==> src/design/pmw_pkg.sv <==
// Package of constants and types for the power-up mode and watchdog block
package pmw_pkg;
	// ============================================================
	// Clock and timing
	localparam int CLK_MHZ = 125;
	localparam int MS_TICK_US = 1000;
	localparam int MS_TICK_CYCLES = CLK_MHZ * MS_TICK_US;
	localparam int SEC_TICK_MS = 1000;
	localparam int WDOG_MIN_MS = 10;
	localparam int WDOG_MAX_MS = 2550;
	localparam logic [11:0] WDOG_DEFAULT_MS = 12'h0C8;
	localparam int WDOG_W = 12;
	// Seconds in about a century: 100 * 365.25 * 86400
	localparam logic [31:0] SEC_WRAP = 32'hBC191380;

	// ============================================================
	// Settings encodings
	typedef enum logic [1:0] {
		PMW_SRC_ALWAYS_FLASH = 2'h0,
		PMW_SRC_COND_FLASH = 2'h1,
		PMW_SRC_ALWAYS_RAM = 2'h2,
		PMW_SRC_NONE = 2'h3
	} pmw_src_t;

	typedef enum logic [1:0] {
		PMW_PU_RUN = 2'h0,
		PMW_PU_STOP = 2'h1,
		PMW_PU_LAST = 2'h2
	} pmw_pumode_t;

	// Switch position and operating mode share one scale, least restrictive first
	typedef enum logic [2:0] {
		PMW_RUN_EN = 3'h0,
		PMW_RUN_DIS = 3'h1,
		PMW_STOP_EN = 3'h2,
		PMW_STOP_DIS = 3'h3,
		PMW_STOP_HALT = 3'h4
	} pmw_mode_t;

	typedef enum logic [1:0] {
		PMW_ORG_FLASH = 2'h0,
		PMW_ORG_RAM = 2'h1,
		PMW_ORG_DEFAULT = 2'h2
	} pmw_origin_t;

	// ============================================================
	// Sequencer states
	typedef enum logic [3:0] {
		PMW_ST_RESET = 4'h1,
		PMW_ST_DECIDE = 4'h2,
		PMW_ST_RUN = 4'h4,
		PMW_ST_HALT = 4'h8
	} pmw_state_t;
endpackage

==> src/design/pmw_tick_div.sv <==
// Cycle divider that issues a one-cycle enable every DIV cycles
`timescale 1ns/1ps
module pmw_tick_div #(
	parameter int DIV = 125000
) (
	// Clock and reset
	input wire logic clk,
	input wire logic rstN,
	// Tick
	output logic tick
);
	localparam int CW = $clog2(DIV);
	localparam logic [CW-1:0] LAST = CW'(DIV - 1);
	logic [CW-1:0] cnt_q;
	logic [CW-1:0] cnt_d;

	// ============================================================
	// Next count, wraps at DIV-1
	always_comb begin
		cnt_d = (cnt_q == LAST) ? '0 : cnt_q + 1'b1;
	end

	always_ff @(posedge clk or negedge rstN) begin
		if (!rstN) begin
			cnt_q <= '0;
		end else begin
			cnt_q <= cnt_d;
		end
	end

	assign tick = (cnt_q == LAST);
endmodule

==> src/design/powerup_mode_watchdog.sv <==
// Power-up origin and mode selection, elapsed seconds and sweep watchdog
// ============================================================
`timescale 1ns/1ps
module powerup_mode_watchdog #(parameter int MS_CYCLES = pmw_pkg::MS_TICK_CYCLES) (
	// Clock and reset
	input wire logic ref_clk,
	input wire logic reset_n,
	// Stored settings, sampled once at power-up
	input wire logic [1:0] flashSrc,
	input wire logic [1:0] ramSrc,
	input wire logic memPreserved,
	input wire logic ramHasConfig,
	input wire logic [1:0] powerupMode,
	input wire logic switchEnable,
	input wire logic [2:0] switchPos,
	input wire logic stopIoScanEn,
	input wire logic [2:0] savedMode,
	input wire logic [11:0] wdogTimeoutMs,
	input wire logic wdogUseDefault,
	// Sweep activity
	input wire logic sweepStart,
	// Results
	output logic decided,
	output logic [1:0] origin,
	output logic [2:0] cpuMode,
	output logic runProgram,
	output logic ioScan,
	output logic outputsEnabled,
	output logic programmerOnly,
	output logic healthLed,
	output logic faultLog,
	output logic [31:0] elapsedSec
);
	// ============================================================
	// Reset release through two flip-flops
	logic rstMeta_q;
	logic rstN_q;
	always_ff @(posedge ref_clk or negedge reset_n) begin
		if (!reset_n) begin
			rstMeta_q <= 1'b0;
			rstN_q <= 1'b0;
		end else begin
			rstMeta_q <= 1'b1;
			rstN_q <= rstMeta_q;
		end
	end

	// ============================================================
	// Millisecond enable
	logic msTick;
	pmw_tick_div #(.DIV(MS_CYCLES)) u_ms ( // A short tick lets a bench reach the slow timers
		.clk(ref_clk),
		.rstN(rstN_q),
		.tick(msTick)
	);

	// Stricter of two modes on the shared scale
	function automatic logic [2:0] stricter(input logic [2:0] a, input logic [2:0] b);
		stricter = (a > b) ? a : b;
	endfunction

	// Stop result is stop-enabled only with stop-mode scanning on
	function automatic logic [2:0] stopScan(input logic [2:0] m, input logic scan);
		stopScan = (m == pmw_pkg::PMW_STOP_EN && !scan) ? 3'(pmw_pkg::PMW_STOP_DIS) : m;
	endfunction

	// ============================================================
	// Origin and mode decision, pure function of the settings
	logic [1:0] orgC;
	logic [2:0] modeC;
	always_comb begin
		orgC = pmw_pkg::PMW_ORG_RAM;
		case (flashSrc)
			pmw_pkg::PMW_SRC_ALWAYS_FLASH: begin
				orgC = pmw_pkg::PMW_ORG_FLASH;
			end
			pmw_pkg::PMW_SRC_COND_FLASH: begin
				if (!memPreserved) begin
					orgC = pmw_pkg::PMW_ORG_FLASH;
				end else if (!ramHasConfig) begin
					orgC = pmw_pkg::PMW_ORG_DEFAULT;
				end
			end
			pmw_pkg::PMW_SRC_ALWAYS_RAM: begin
				if (!memPreserved || !ramHasConfig) begin
					orgC = pmw_pkg::PMW_ORG_DEFAULT;
				end else if (ramSrc == pmw_pkg::PMW_SRC_ALWAYS_FLASH) begin
					orgC = pmw_pkg::PMW_ORG_FLASH;
				end
			end
			default: begin
				if (!memPreserved || !ramHasConfig) begin
					orgC = pmw_pkg::PMW_ORG_DEFAULT;
				end
			end
		endcase
		modeC = pmw_pkg::PMW_STOP_DIS;
		if (orgC == pmw_pkg::PMW_ORG_DEFAULT) begin
			modeC = pmw_pkg::PMW_STOP_DIS;
		end else if (orgC == pmw_pkg::PMW_ORG_FLASH || !memPreserved) begin
			// Flash load or lost memory: stop never scans here
			if (powerupMode == pmw_pkg::PMW_PU_STOP) begin
				modeC = pmw_pkg::PMW_STOP_DIS;
			end else if (!switchEnable) begin
				modeC = pmw_pkg::PMW_RUN_DIS;
			end else if (switchPos == pmw_pkg::PMW_RUN_EN) begin
				modeC = (powerupMode == pmw_pkg::PMW_PU_LAST) ? 3'(pmw_pkg::PMW_RUN_DIS) : switchPos;
			end else if (switchPos == pmw_pkg::PMW_RUN_DIS) begin
				modeC = pmw_pkg::PMW_RUN_DIS;
			end else begin
				modeC = pmw_pkg::PMW_STOP_DIS;
			end
		end else if (powerupMode == pmw_pkg::PMW_PU_STOP) begin
			modeC = stopScan(pmw_pkg::PMW_STOP_EN, stopIoScanEn);
		end else if (powerupMode == pmw_pkg::PMW_PU_RUN) begin
			if (!switchEnable) begin
				modeC = pmw_pkg::PMW_RUN_EN;
			end else if (switchPos >= pmw_pkg::PMW_STOP_EN) begin
				modeC = stopScan(pmw_pkg::PMW_STOP_EN, stopIoScanEn);
			end else begin
				modeC = switchPos;
			end
		end else begin
			// Switch stop position counts as stop-enabled before the scan check
			modeC = switchEnable ? stricter(savedMode, (switchPos >= pmw_pkg::PMW_STOP_EN) ?
				3'(pmw_pkg::PMW_STOP_EN) : switchPos) : savedMode;
			modeC = stopScan((modeC >= pmw_pkg::PMW_STOP_DIS) ? 3'(pmw_pkg::PMW_STOP_DIS) : modeC,
				stopIoScanEn);
		end
	end

	// ============================================================
	// Sequencer with latched decision, watchdog and seconds
	pmw_pkg::pmw_state_t st_q, st_d;
	logic [1:0] org_q, org_d;
	logic [2:0] mode_q, mode_d;
	logic [11:0] wdLim_q, wdLim_d;
	logic [11:0] wdCnt_q, wdCnt_d;
	logic [9:0] msCnt_q, msCnt_d;
	logic [31:0] sec_q, sec_d;
	logic [7:0] blink_q, blink_d;
	logic led_q, led_d;
	logic fault_q, fault_d;
	logic wdExpire;
	logic [11:0] limC;

	// Out-of-range timeouts are clamped; the sweep length margin is software's task
	always_comb begin
		limC = wdogTimeoutMs;
		if (wdogUseDefault) begin
			limC = pmw_pkg::WDOG_DEFAULT_MS;
		end else if (wdogTimeoutMs < 12'(pmw_pkg::WDOG_MIN_MS)) begin
			limC = 12'(pmw_pkg::WDOG_MIN_MS);
		end else if (wdogTimeoutMs > 12'(pmw_pkg::WDOG_MAX_MS)) begin
			limC = 12'(pmw_pkg::WDOG_MAX_MS);
		end
	end

	assign wdExpire = (st_q == pmw_pkg::PMW_ST_RUN) && msTick && !sweepStart && (wdCnt_q >= wdLim_q);

	always_comb begin
		st_d = st_q;
		org_d = org_q;
		mode_d = mode_q;
		wdLim_d = wdLim_q;
		wdCnt_d = wdCnt_q;
		fault_d = 1'b0;
		blink_d = blink_q;
		led_d = led_q;
		// Seconds run from reset with no other write path
		msCnt_d = msCnt_q;
		sec_d = sec_q;
		if (msTick) begin
			if (msCnt_q == 10'(pmw_pkg::SEC_TICK_MS - 1)) begin
				msCnt_d = '0;
				sec_d = (sec_q == pmw_pkg::SEC_WRAP - 1) ? '0 : sec_q + 32'h00000001;
			end else begin
				msCnt_d = msCnt_q + 10'h001;
			end
		end
		case (st_q)
			pmw_pkg::PMW_ST_RESET: begin
				st_d = pmw_pkg::PMW_ST_DECIDE;
			end
			pmw_pkg::PMW_ST_DECIDE: begin
				org_d = orgC;
				mode_d = modeC;
				wdLim_d = limC;
				wdCnt_d = '0;
				led_d = 1'b1;
				st_d = pmw_pkg::PMW_ST_RUN;
			end
			pmw_pkg::PMW_ST_RUN: begin
				// Interrupt work does not pause the count
				if (sweepStart) begin
					wdCnt_d = '0;
				end else if (msTick) begin
					wdCnt_d = wdCnt_q + 12'h001;
				end
				if (wdExpire) begin
					st_d = pmw_pkg::PMW_ST_HALT;
					mode_d = pmw_pkg::PMW_STOP_HALT;
					fault_d = 1'b1;
				end
			end
			pmw_pkg::PMW_ST_HALT: begin
				// Only reset leaves this state
				if (msTick) begin
					blink_d = blink_q + 8'h01;
					if (blink_q == 8'hF9) begin
						blink_d = '0;
						led_d = !led_q;
					end
				end
			end
			default: begin
				st_d = pmw_pkg::PMW_ST_RESET;
			end
		endcase
	end

	always_ff @(posedge ref_clk or negedge rstN_q) begin
		if (!rstN_q) begin
			st_q <= pmw_pkg::PMW_ST_RESET;
			org_q <= pmw_pkg::PMW_ORG_DEFAULT;
			mode_q <= pmw_pkg::PMW_STOP_DIS;
			wdLim_q <= pmw_pkg::WDOG_DEFAULT_MS;
			wdCnt_q <= '0;
			msCnt_q <= '0;
			sec_q <= '0;
			blink_q <= '0;
			led_q <= 1'b0;
			fault_q <= 1'b0;
		end else begin
			st_q <= st_d;
			org_q <= org_d;
			mode_q <= mode_d;
			wdLim_q <= wdLim_d;
			wdCnt_q <= wdCnt_d;
			msCnt_q <= msCnt_d;
			sec_q <= sec_d;
			blink_q <= blink_d;
			led_q <= led_d;
			fault_q <= fault_d;
		end
	end

	// ============================================================
	// Outputs decoded from the registered state and mode
	assign decided = (st_q == pmw_pkg::PMW_ST_RUN) || (st_q == pmw_pkg::PMW_ST_HALT);
	assign origin = org_q;
	assign cpuMode = mode_q;
	assign runProgram = decided && (mode_q <= pmw_pkg::PMW_RUN_DIS);
	assign ioScan = decided && (mode_q <= pmw_pkg::PMW_STOP_EN);
	assign outputsEnabled = decided && (mode_q == pmw_pkg::PMW_RUN_EN || mode_q == pmw_pkg::PMW_STOP_EN);
	assign programmerOnly = (st_q == pmw_pkg::PMW_ST_HALT);
	assign healthLed = led_q;
	assign faultLog = fault_q;
	assign elapsedSec = sec_q;

	// ============================================================
	// Checks
	a_halt_sticky: assert property (@(posedge ref_clk) disable iff (!rstN_q)
		programmerOnly |=> programmerOnly && cpuMode == pmw_pkg::PMW_STOP_HALT) else $error("halt left");
	a_expire_halts: assert property (@(posedge ref_clk) disable iff (!rstN_q)
		wdExpire |=> faultLog && programmerOnly && !outputsEnabled) else $error("no halt on expiry");
	a_sweep_clears: assert property (@(posedge ref_clk) disable iff (!rstN_q)
		(st_q == pmw_pkg::PMW_ST_RUN && sweepStart) |=> wdCnt_q == 12'h000) else $error("wdog not cleared");
	a_wdog_counts: assert property (@(posedge ref_clk) disable iff (!rstN_q)
		(st_q == pmw_pkg::PMW_ST_RUN && msTick && !sweepStart && !wdExpire)
		|=> wdCnt_q == $past(wdCnt_q) + 12'h001) else $error("wdog not counting");
	a_limit_range: assert property (@(posedge ref_clk) disable iff (!rstN_q)
		decided |-> (wdLim_q >= 12'h00A && wdLim_q <= 12'h9F6)) else $error("timeout out of range");
	a_stopdis_idle: assert property (@(posedge ref_clk) disable iff (!rstN_q)
		(cpuMode == pmw_pkg::PMW_STOP_DIS) |-> !runProgram && !ioScan) else $error("stop-disabled active");
	a_sec_steps: assert property (@(posedge ref_clk) disable iff (!rstN_q)
		!(msTick && msCnt_q == 10'h3E7) |=> $stable(elapsedSec)) else $error("seconds moved off tick");
	a_always_flash: assert property (@(posedge ref_clk) disable iff (!rstN_q)
		(st_q == pmw_pkg::PMW_ST_DECIDE && flashSrc == pmw_pkg::PMW_SRC_ALWAYS_FLASH)
		|=> origin == pmw_pkg::PMW_ORG_FLASH) else $error("always-flash not flash");
	a_default_stop: assert property (@(posedge ref_clk) disable iff (!rstN_q)
		(st_q == pmw_pkg::PMW_ST_DECIDE && orgC == pmw_pkg::PMW_ORG_DEFAULT)
		|=> cpuMode == pmw_pkg::PMW_STOP_DIS) else $error("default not stop-disabled");
endmodule

==> config.mk <==
export PLATFORM = sky130hd
export DESIGN_NAME = powerup_mode_watchdog
export DESIGN_NICKNAME = d
export VERILOG_FILES = /design/src/design/pmw_pkg.sv /design/src/design/pmw_tick_div.sv /design/src/design/powerup_mode_watchdog.sv
export SDC_FILE = /design/constraint.sdc
export NUM_CORES = 1
export LEC_CHECK = 0
export BUFFER_PORTS_ARGS = -buffer_cell sky130_fd_sc_hd__buf_2
export CAP_MARGIN = 20
export CORE_MARGIN = 2
export CORE_UTILIZATION = 53
export DETAILED_ROUTE_END_ITERATION = 6
export PLACE_DENSITY = 0.78
export RECOVER_POWER = 25
export SLEW_MARGIN = 40
export SYNTH_ARGS = -nofsm -noshare
export SYNTH_HDL_FRONTEND = slang
export SYNTH_SLANG_ARGS = --single-unit
==> constraint.sdc <==
create_clock -name ref_clk -period 3.22 [get_ports ref_clk]
set_input_delay 0.322 -clock ref_clk [delete_from_list [all_inputs] [get_ports ref_clk]]
set_output_delay 0.322 -clock ref_clk [all_outputs]
set_load 0.02 [all_outputs]
==> reports/qor.yml, run 1 <==
status: "finished, violations left"
violations: "capacitance limit, slew limit"
p_leak_nw: 2.962
layout.nets: 749
crit_start: "msCnt_q[0]"
cp_max_fo: 9
yosysTopAreaCellShare: 0.4182
drt_pass1_iterations: 4
maxSlewHeadroom: -0.3762
initialDrtViolationCount: 285
syn_avg_cell_area_um2: 9.317
die_w_um: 108.7
tightest_slew_ns: 2.064
grt_pass1_vias: 4889
antenna_found_initial: 0
fin_ws_ns: 0.7082
r2r-end: "elapsedSec[31]"
area_growth_pct: 12.03
clock-sinks: 104
seq_area_frac_synth: 0.4499
power.density_nw_per_um2: 341.5
drv_slew: 52
crit_buf_inv: 0
critPathRequiredTime_ns: 3.53
cp-end-kind: "flop"
dp_hpwl_mm: 9.710
cp.depth: 6
ctsRootBufferMaster: "clkbuf_8"
synth-edff-count: 0
clockBufferDepth: 2
dieArea_um2: 11800
synth_area_leaders: "dfrtp_1 (42%), xnor2_1 (5.1%), ha_1 (4.5%)"
critPathTopFamily: "simple AND/OR/NAND/NOR gates"
ys_types: 60
yosys.area.top_type: "dfrtp_1"
synth-main-ff-cell: "dfrtp_1"
min_period_ns: 2.512
io_buffers: 75
synthTopCellsByCount: "dfrtp_1 (97), nand2_1 (56), o21ai_0 (48)"
grt_max_degree: 52
top_level_ports: 76
comb_power_share: 0.053
power_w: 0.002221
irDropWorstVdd_uv: 302.6
whs_ns: 0.1996
crit_arrival_ns: 2.83
drc: 0
max_freq_ghz: 0.3981
start_kind: "flop"
cts_tree: "done"
critical_path_class: "flop to flop"
start_util: 0.5402
setup_viol: 0
wl_per_cell_um: 15.76
final_hold_viol_count: 0
synthArstFlopShare: 1.000
switching_power_w: 0.0005139
rsz0062_at_grt: "false"
timing.rr.start: "msCnt_q[0]"
clk_latency_ns: 0.38
drv_cap: 1
wirelength_mm: 13.25
crit_end: "elapsedSec[31]"
max_stage_delay_ns: 0.58
gp_congestion: 0.9263
dr_total_vias: 5018
ys_warn_count: 0
setup-tns-final_ns: 0
diodes: 0
dieHeight_um: 108.7
clock_power_share: 0.346
placement.setup.worst_slack_ns: 0.7261
grt_pass1_wl_mm: 22.34
swShare: 0.2314
cts_resized: 0
core_um2: 10750
cts_buffers: 9
grt_usage: 0.2363
timing.clock.skew_ns: 0.01166
htree_levels: 3
pwr-share-seq: 0.601
num_rows: 38
grt_overflow: 0
reg2reg_setup_slack_ns: 0.71
synth_area_um2: 5804
r2r_cells: 6
syn_inst: 623
hold_class: "input port to flop"
clkTransAtPathRegs_ns: 0.10
internal_power_w: 0.001707
crit_slowest_cell: "or4_1"
ant_nets: 0
fin_crit_sh: 0.7801
vias_per_cell: 5.967
synth.most_common_cell: "dfrtp_1"
synth-seq-cells: 104
crit_chain: "ha_1 -> nand4b_1 -> nor3_1 -> nand4_1 -> or4_1 -> a21oi_1"
drive_gt1_frac: 0.1541
## power groups by stage
stage           logic, W  registers (W)  clock network (W)
2_1_floorplan  0.0000611        0.00136                  0
5_1_grt         0.000136        0.00134           0.000854
4_1_cts         0.000119        0.00134           0.000796
3_5_place_dp    0.000118        0.00136                  0
6_report        0.000119        0.00133           0.000768
3_3_place_gp    0.000110        0.00136                  0
## metrics by stage
| step | util | std cells | instance area [µm²] |
|---|---|---|---|
| 2_1_floorplan | - | 624 | 5808 |
| 3_3_place_gp | 0.5881 | 824 | 6320 |
| 3_5_place_dp | 0.5881 | 824 | 6320 |
| 4_1_cts | 0.6063 | 841 | 6515 |
| 5_1_grt | 0.6051 | 841 | 6502 |
| 6_report | 0.6051 | 841 | 6502 |
## flip-flops by register name (all words and copies together) (netlist names)
signal / flops
elapsedSec: 32
u_ms.cnt_q: 17
wdCnt_q: 12
wdLim_q: 12
msCnt_q: 10
blink_q: 8
st_q: 4
cpuMode: 3
origin: 2
faultLog: 1
healthLed: 1
rstMeta_q: 1
rstN_q: 1
## cell families (layout without fill, tap and decap cells)
group                    after synthesis  count (layout)  synth area share
adder cells (fa/ha/maj)               21              21           0.04527
XOR/XNOR                              41              41           0.06187
flip-flops                           104             104            0.4499
AO/OA/AOI/OAI                        130             130            0.1382
buffers and inverters                 49             126           0.03449
AND/OR/NAND/NOR                      275             275            0.2662
other                                  1               2         0.0006461
multiplexers                           2               2          0.003449
## cell usage in the layout (no fill, tap or decap), drive strengths merged, types with 3 or more instances in the layout
cell and n:
nor3 15, nand3b 3, dfrtp 97, nand2 56
xor2 7, ha 21, a211oi 4, buf 76
or2 4, or3 8, nor4 15, nand2b 6
a21oi 26, dfstp 7, clkbuf 21, xnor2 34
and4 7, nor4bb 4, o21ai 48, o211ai 6
or4b 4, o21a 4, nand4 27, and2 5
a21o 4, o31ai 14, nor3b 3, nor4b 5
or4 13, nor2 37, nand3 37, inv 26
a31oi 5, and3 21
## per-layer routing
metal / vias to the layer above / track usage / wire length [µm] / part of all wire
met5: - / 0 / 0 / 0
met3: 14 / 0.05380 / 499 / 0.038
met2: 95 / 0.3902 / 6505 / 0.49
met1: 2464 / 0.3078 / 6050 / 0.46
met4: 0 / 0.07967 / 195 / 0.015
li1: 2445 / - / - / -
## worst register-to-register path: stages, from the launching register on
cell and delay [ns]:
dfrtp_1 0.40, ha_1 0.24, nand4b_1 0.15, nor3_1 0.51, nand4_1 0.42, or4_1 0.58, a21oi_1 0.15
## final cells by class
cell class / instances / area, µm²
fill: 931 / 4243
multi-input combinational: 471 / 2997
sequential: 104 / 2611
timing repair buffer: 84 / 436.7
tap: 140 / 175.2
clock buffer: 14 / 172.7
inverter: 26 / 97.59
clock inverter: 2 / 12.51
## timing repair
| item | in CTS | in global routing |
|---|---|---|
| hold endpoints to repair | 2 | 0 |
| hold buffers | 1 | 0 |
| setup buffers | 0 | 0 |
## worst min-delay path by stage
stage | from | to | slack [ns] | depth (start not counted)
2_1_floorplan | reset_n | rstMeta_q | 0.03 | 0
3_3_place_gp | reset_n | rstMeta_q | 0.11 | 1
3_5_place_dp | reset_n | rstMeta_q | 0.11 | 1
4_1_cts | wdogUseDefault | wdLim_q[1] | 0.18 | 2
5_1_grt | wdogUseDefault | wdLim_q[1] | 0.19 | 2
6_report | wdogTimeoutMs[0] | wdLim_q[0] | 0.20 | 3
Note: power is estimated with default switching activity, not from simulation.
==> inputs of run 2 (changes only) <==
- CORE_UTILIZATION: 53 -> 58
- PLACE_DENSITY: 0.78 -> 0.81
- clock period: 3.22 -> 2.6 ns (I/O delays scaled with it)
==> run 2 against run 1 <==
Compared with the run above:
- combinational power rose by 25%
- total power up 27%
- maximum frequency up 1.8%
- register-to-register slack got worse by 0.58 ns
- core utilization increased by 7.7 points
- sequential power up 24%
- die area shrank 8.3%
- critical path type unchanged
- sequential share of layout area down 0.78 points
- the flow now finishes without violations
- clock skew is 0.0029 ns higher
==> reports/qor.yml, run 2 (synthesis gave the netlist of run 1 again) <==
htree_levels: 3
top_usage_layer: "met2"
grt_usage: 0.2637
cp_max_fo: 11
min_period_ns: 2.468
hold_class: "input port to flop"
ctsRootBufferMaster: "clkbuf_8"
critical_path_class: "flop to flop"
diodes: 0
nFillCells: 779
clk_latency_ns: 0.39
drt_pass1_iterations: 5
tightest_slew_ns: 1.164
final_hold_viol_count: 0
use_met1: 0.3315
switching_power_w: 0.0006868
vias_per_cell: 6.135
num_rows: 36
grt_overflow: 0
swShare: 0.2436
initialDrtViolationCount: 304
placement.setup.worst_slack_ns: 0.1444
largest_reg_flops: 32
layout.nets: 764
layout_common_cells: "dfrtp_1 (96), buf_2 (74), nand2_1 (56), o21ai_0 (48), nor2_1 (37)"
critPathRequiredTime_ns: 2.88
core_um2: 9729
ant_nets: 0
drv_cap: 0
irDropWorstVdd_uv: 468.5
setup_viol: 0
grt_max_degree: 54
pwr-share-seq: 0.586
drc: 0
use_met3: 0.06516
cts_buffers: 9
start_util: 0.5966
drive_gt1_frac: 0.1858
power.density_nw_per_um2: 424.9
stdcell_area_um2: 6635
clock-sinks: 104
status: "completed"
comb_power_share: 0.053
wirelength_mm: 13.82
p_leak_nw: 3.078
cts_tree: "done"
timing.clock.skew_ns: 0.01460
dr_total_vias: 5209
start_kind: "flop"
wl_per_cell_um: 16.27
clkTransAtPathRegs_ns: 0.11
fin_ws_ns: 0.1322
crit_arrival_ns: 2.75
area_growth_pct: 14.31
maxSlewHeadroom: 0.2239
clockBufferDepth: 2
grt_pass1_wl_mm: 23.43
io_buffers: 75
max_freq_ghz: 0.4052
grt_pass1_vias: 5077
fin_crit_sh: 0.9492
gp_congestion: 0.9106
fin_util: 0.6820
layout.cells.most_common: "dfrtp_1"
dieHeight_um: 104.0
grt.met2_usage: 0.4497
top_level_ports: 76
clock_power_share: 0.361
drv_slew: 0
dp_hpwl_mm: 10.19
antenna_found_initial: 0
dieArea_um2: 10820
cp-end-kind: "flop"
placed_cell_area_um2: 6416
internal_power_w: 0.002132
die_w_um: 104.0
==> run 2: per-stage QoR <==
stage / hold slack [ns] / power, W / TNS (ns) / instances
floorplan: -0.03559 / 0.001765 / 0 / 624
global placement: 0.04625 / 0.001824 / 0 / 831
detailed placement: 0.04696 / 0.001835 / 0 / 831
CTS: 0.09447 / 0.002837 / 0 / 848
global route: 0.1026 / 0.002926 / -0.1044 / 849
finish: 0.1060 / 0.002819 / 0 / 849
==> run 2: path summary, 6_finish.rpt <==
check                               startpoint       endpoint  slack (ns)  depth (start not counted)
worst max-delay path             u_ms.cnt_q[0]     blink_q[7]        0.13                          7
min in group asynchronous              reset_n         rstN_q        0.18                          2
worst max register to register   u_ms.cnt_q[0]     blink_q[7]        0.13                          7
max in group asynchronous               rstN_q  u_ms.cnt_q[9]        0.99                          1
worst min register to register       rstMeta_q         rstN_q        0.37                          0
worst min-delay path            wdogUseDefault     wdLim_q[1]        0.11                          2
==> run 2: power by group through the flow <==
stage | combinational (W) | sequential [W] | clock [W]
6_report | 0.000149 | 0.00165 | 0.00102
4_1_cts | 0.000150 | 0.00166 | 0.00103
2_1_floorplan | 0.0000756 | 0.00169 | 0
3_3_place_gp | 0.000138 | 0.00169 | 0
5_1_grt | 0.000171 | 0.00166 | 0.00110
3_5_place_dp | 0.000149 | 0.00169 | 0
==> run 2: area by class of cell <==
class	count	area, µm²	area share
Multi-Input combinational cell	471	3019	0.4550
Sequential cell	104	2613	0.3937
Timing Repair Buffer	99	553.0	0.08335
Tap cell	133	166.4	0.02508
Clock buffer	10	127.6	0.01923
Inverter	26	97.59	0.01471
Clock inverter	6	58.81	0.008863
==> run 2: per-layer routing <==
| metal | up-vias | part of all wire |
|---|---|---|
| met5 | - | 0 |
| met4 | 0 | 0.014 |
| met3 | 22 | 0.054 |
| met2 | 151 | 0.50 |
| met1 | 2558 | 0.43 |
| li1 | 2478 | - |
==> run 2: worst max-delay path: stages, from the launching register on <==
cell	delay, ns
dfrtp_1	0.44
ha_1	0.26
nor4bb_2	0.35
nand3_1	0.16
buf_4	0.21
or4_1	0.63
o211ai_1	0.22
o31ai_1	0.10
==> run 2: repair_timing <==
item                                   CTS  global route
resized for setup                        0             4
setup endpoints to repair                0            10
hold buffers                             1             0
buffers inserted                         0             1
endpoints found under the hold margin    2             0
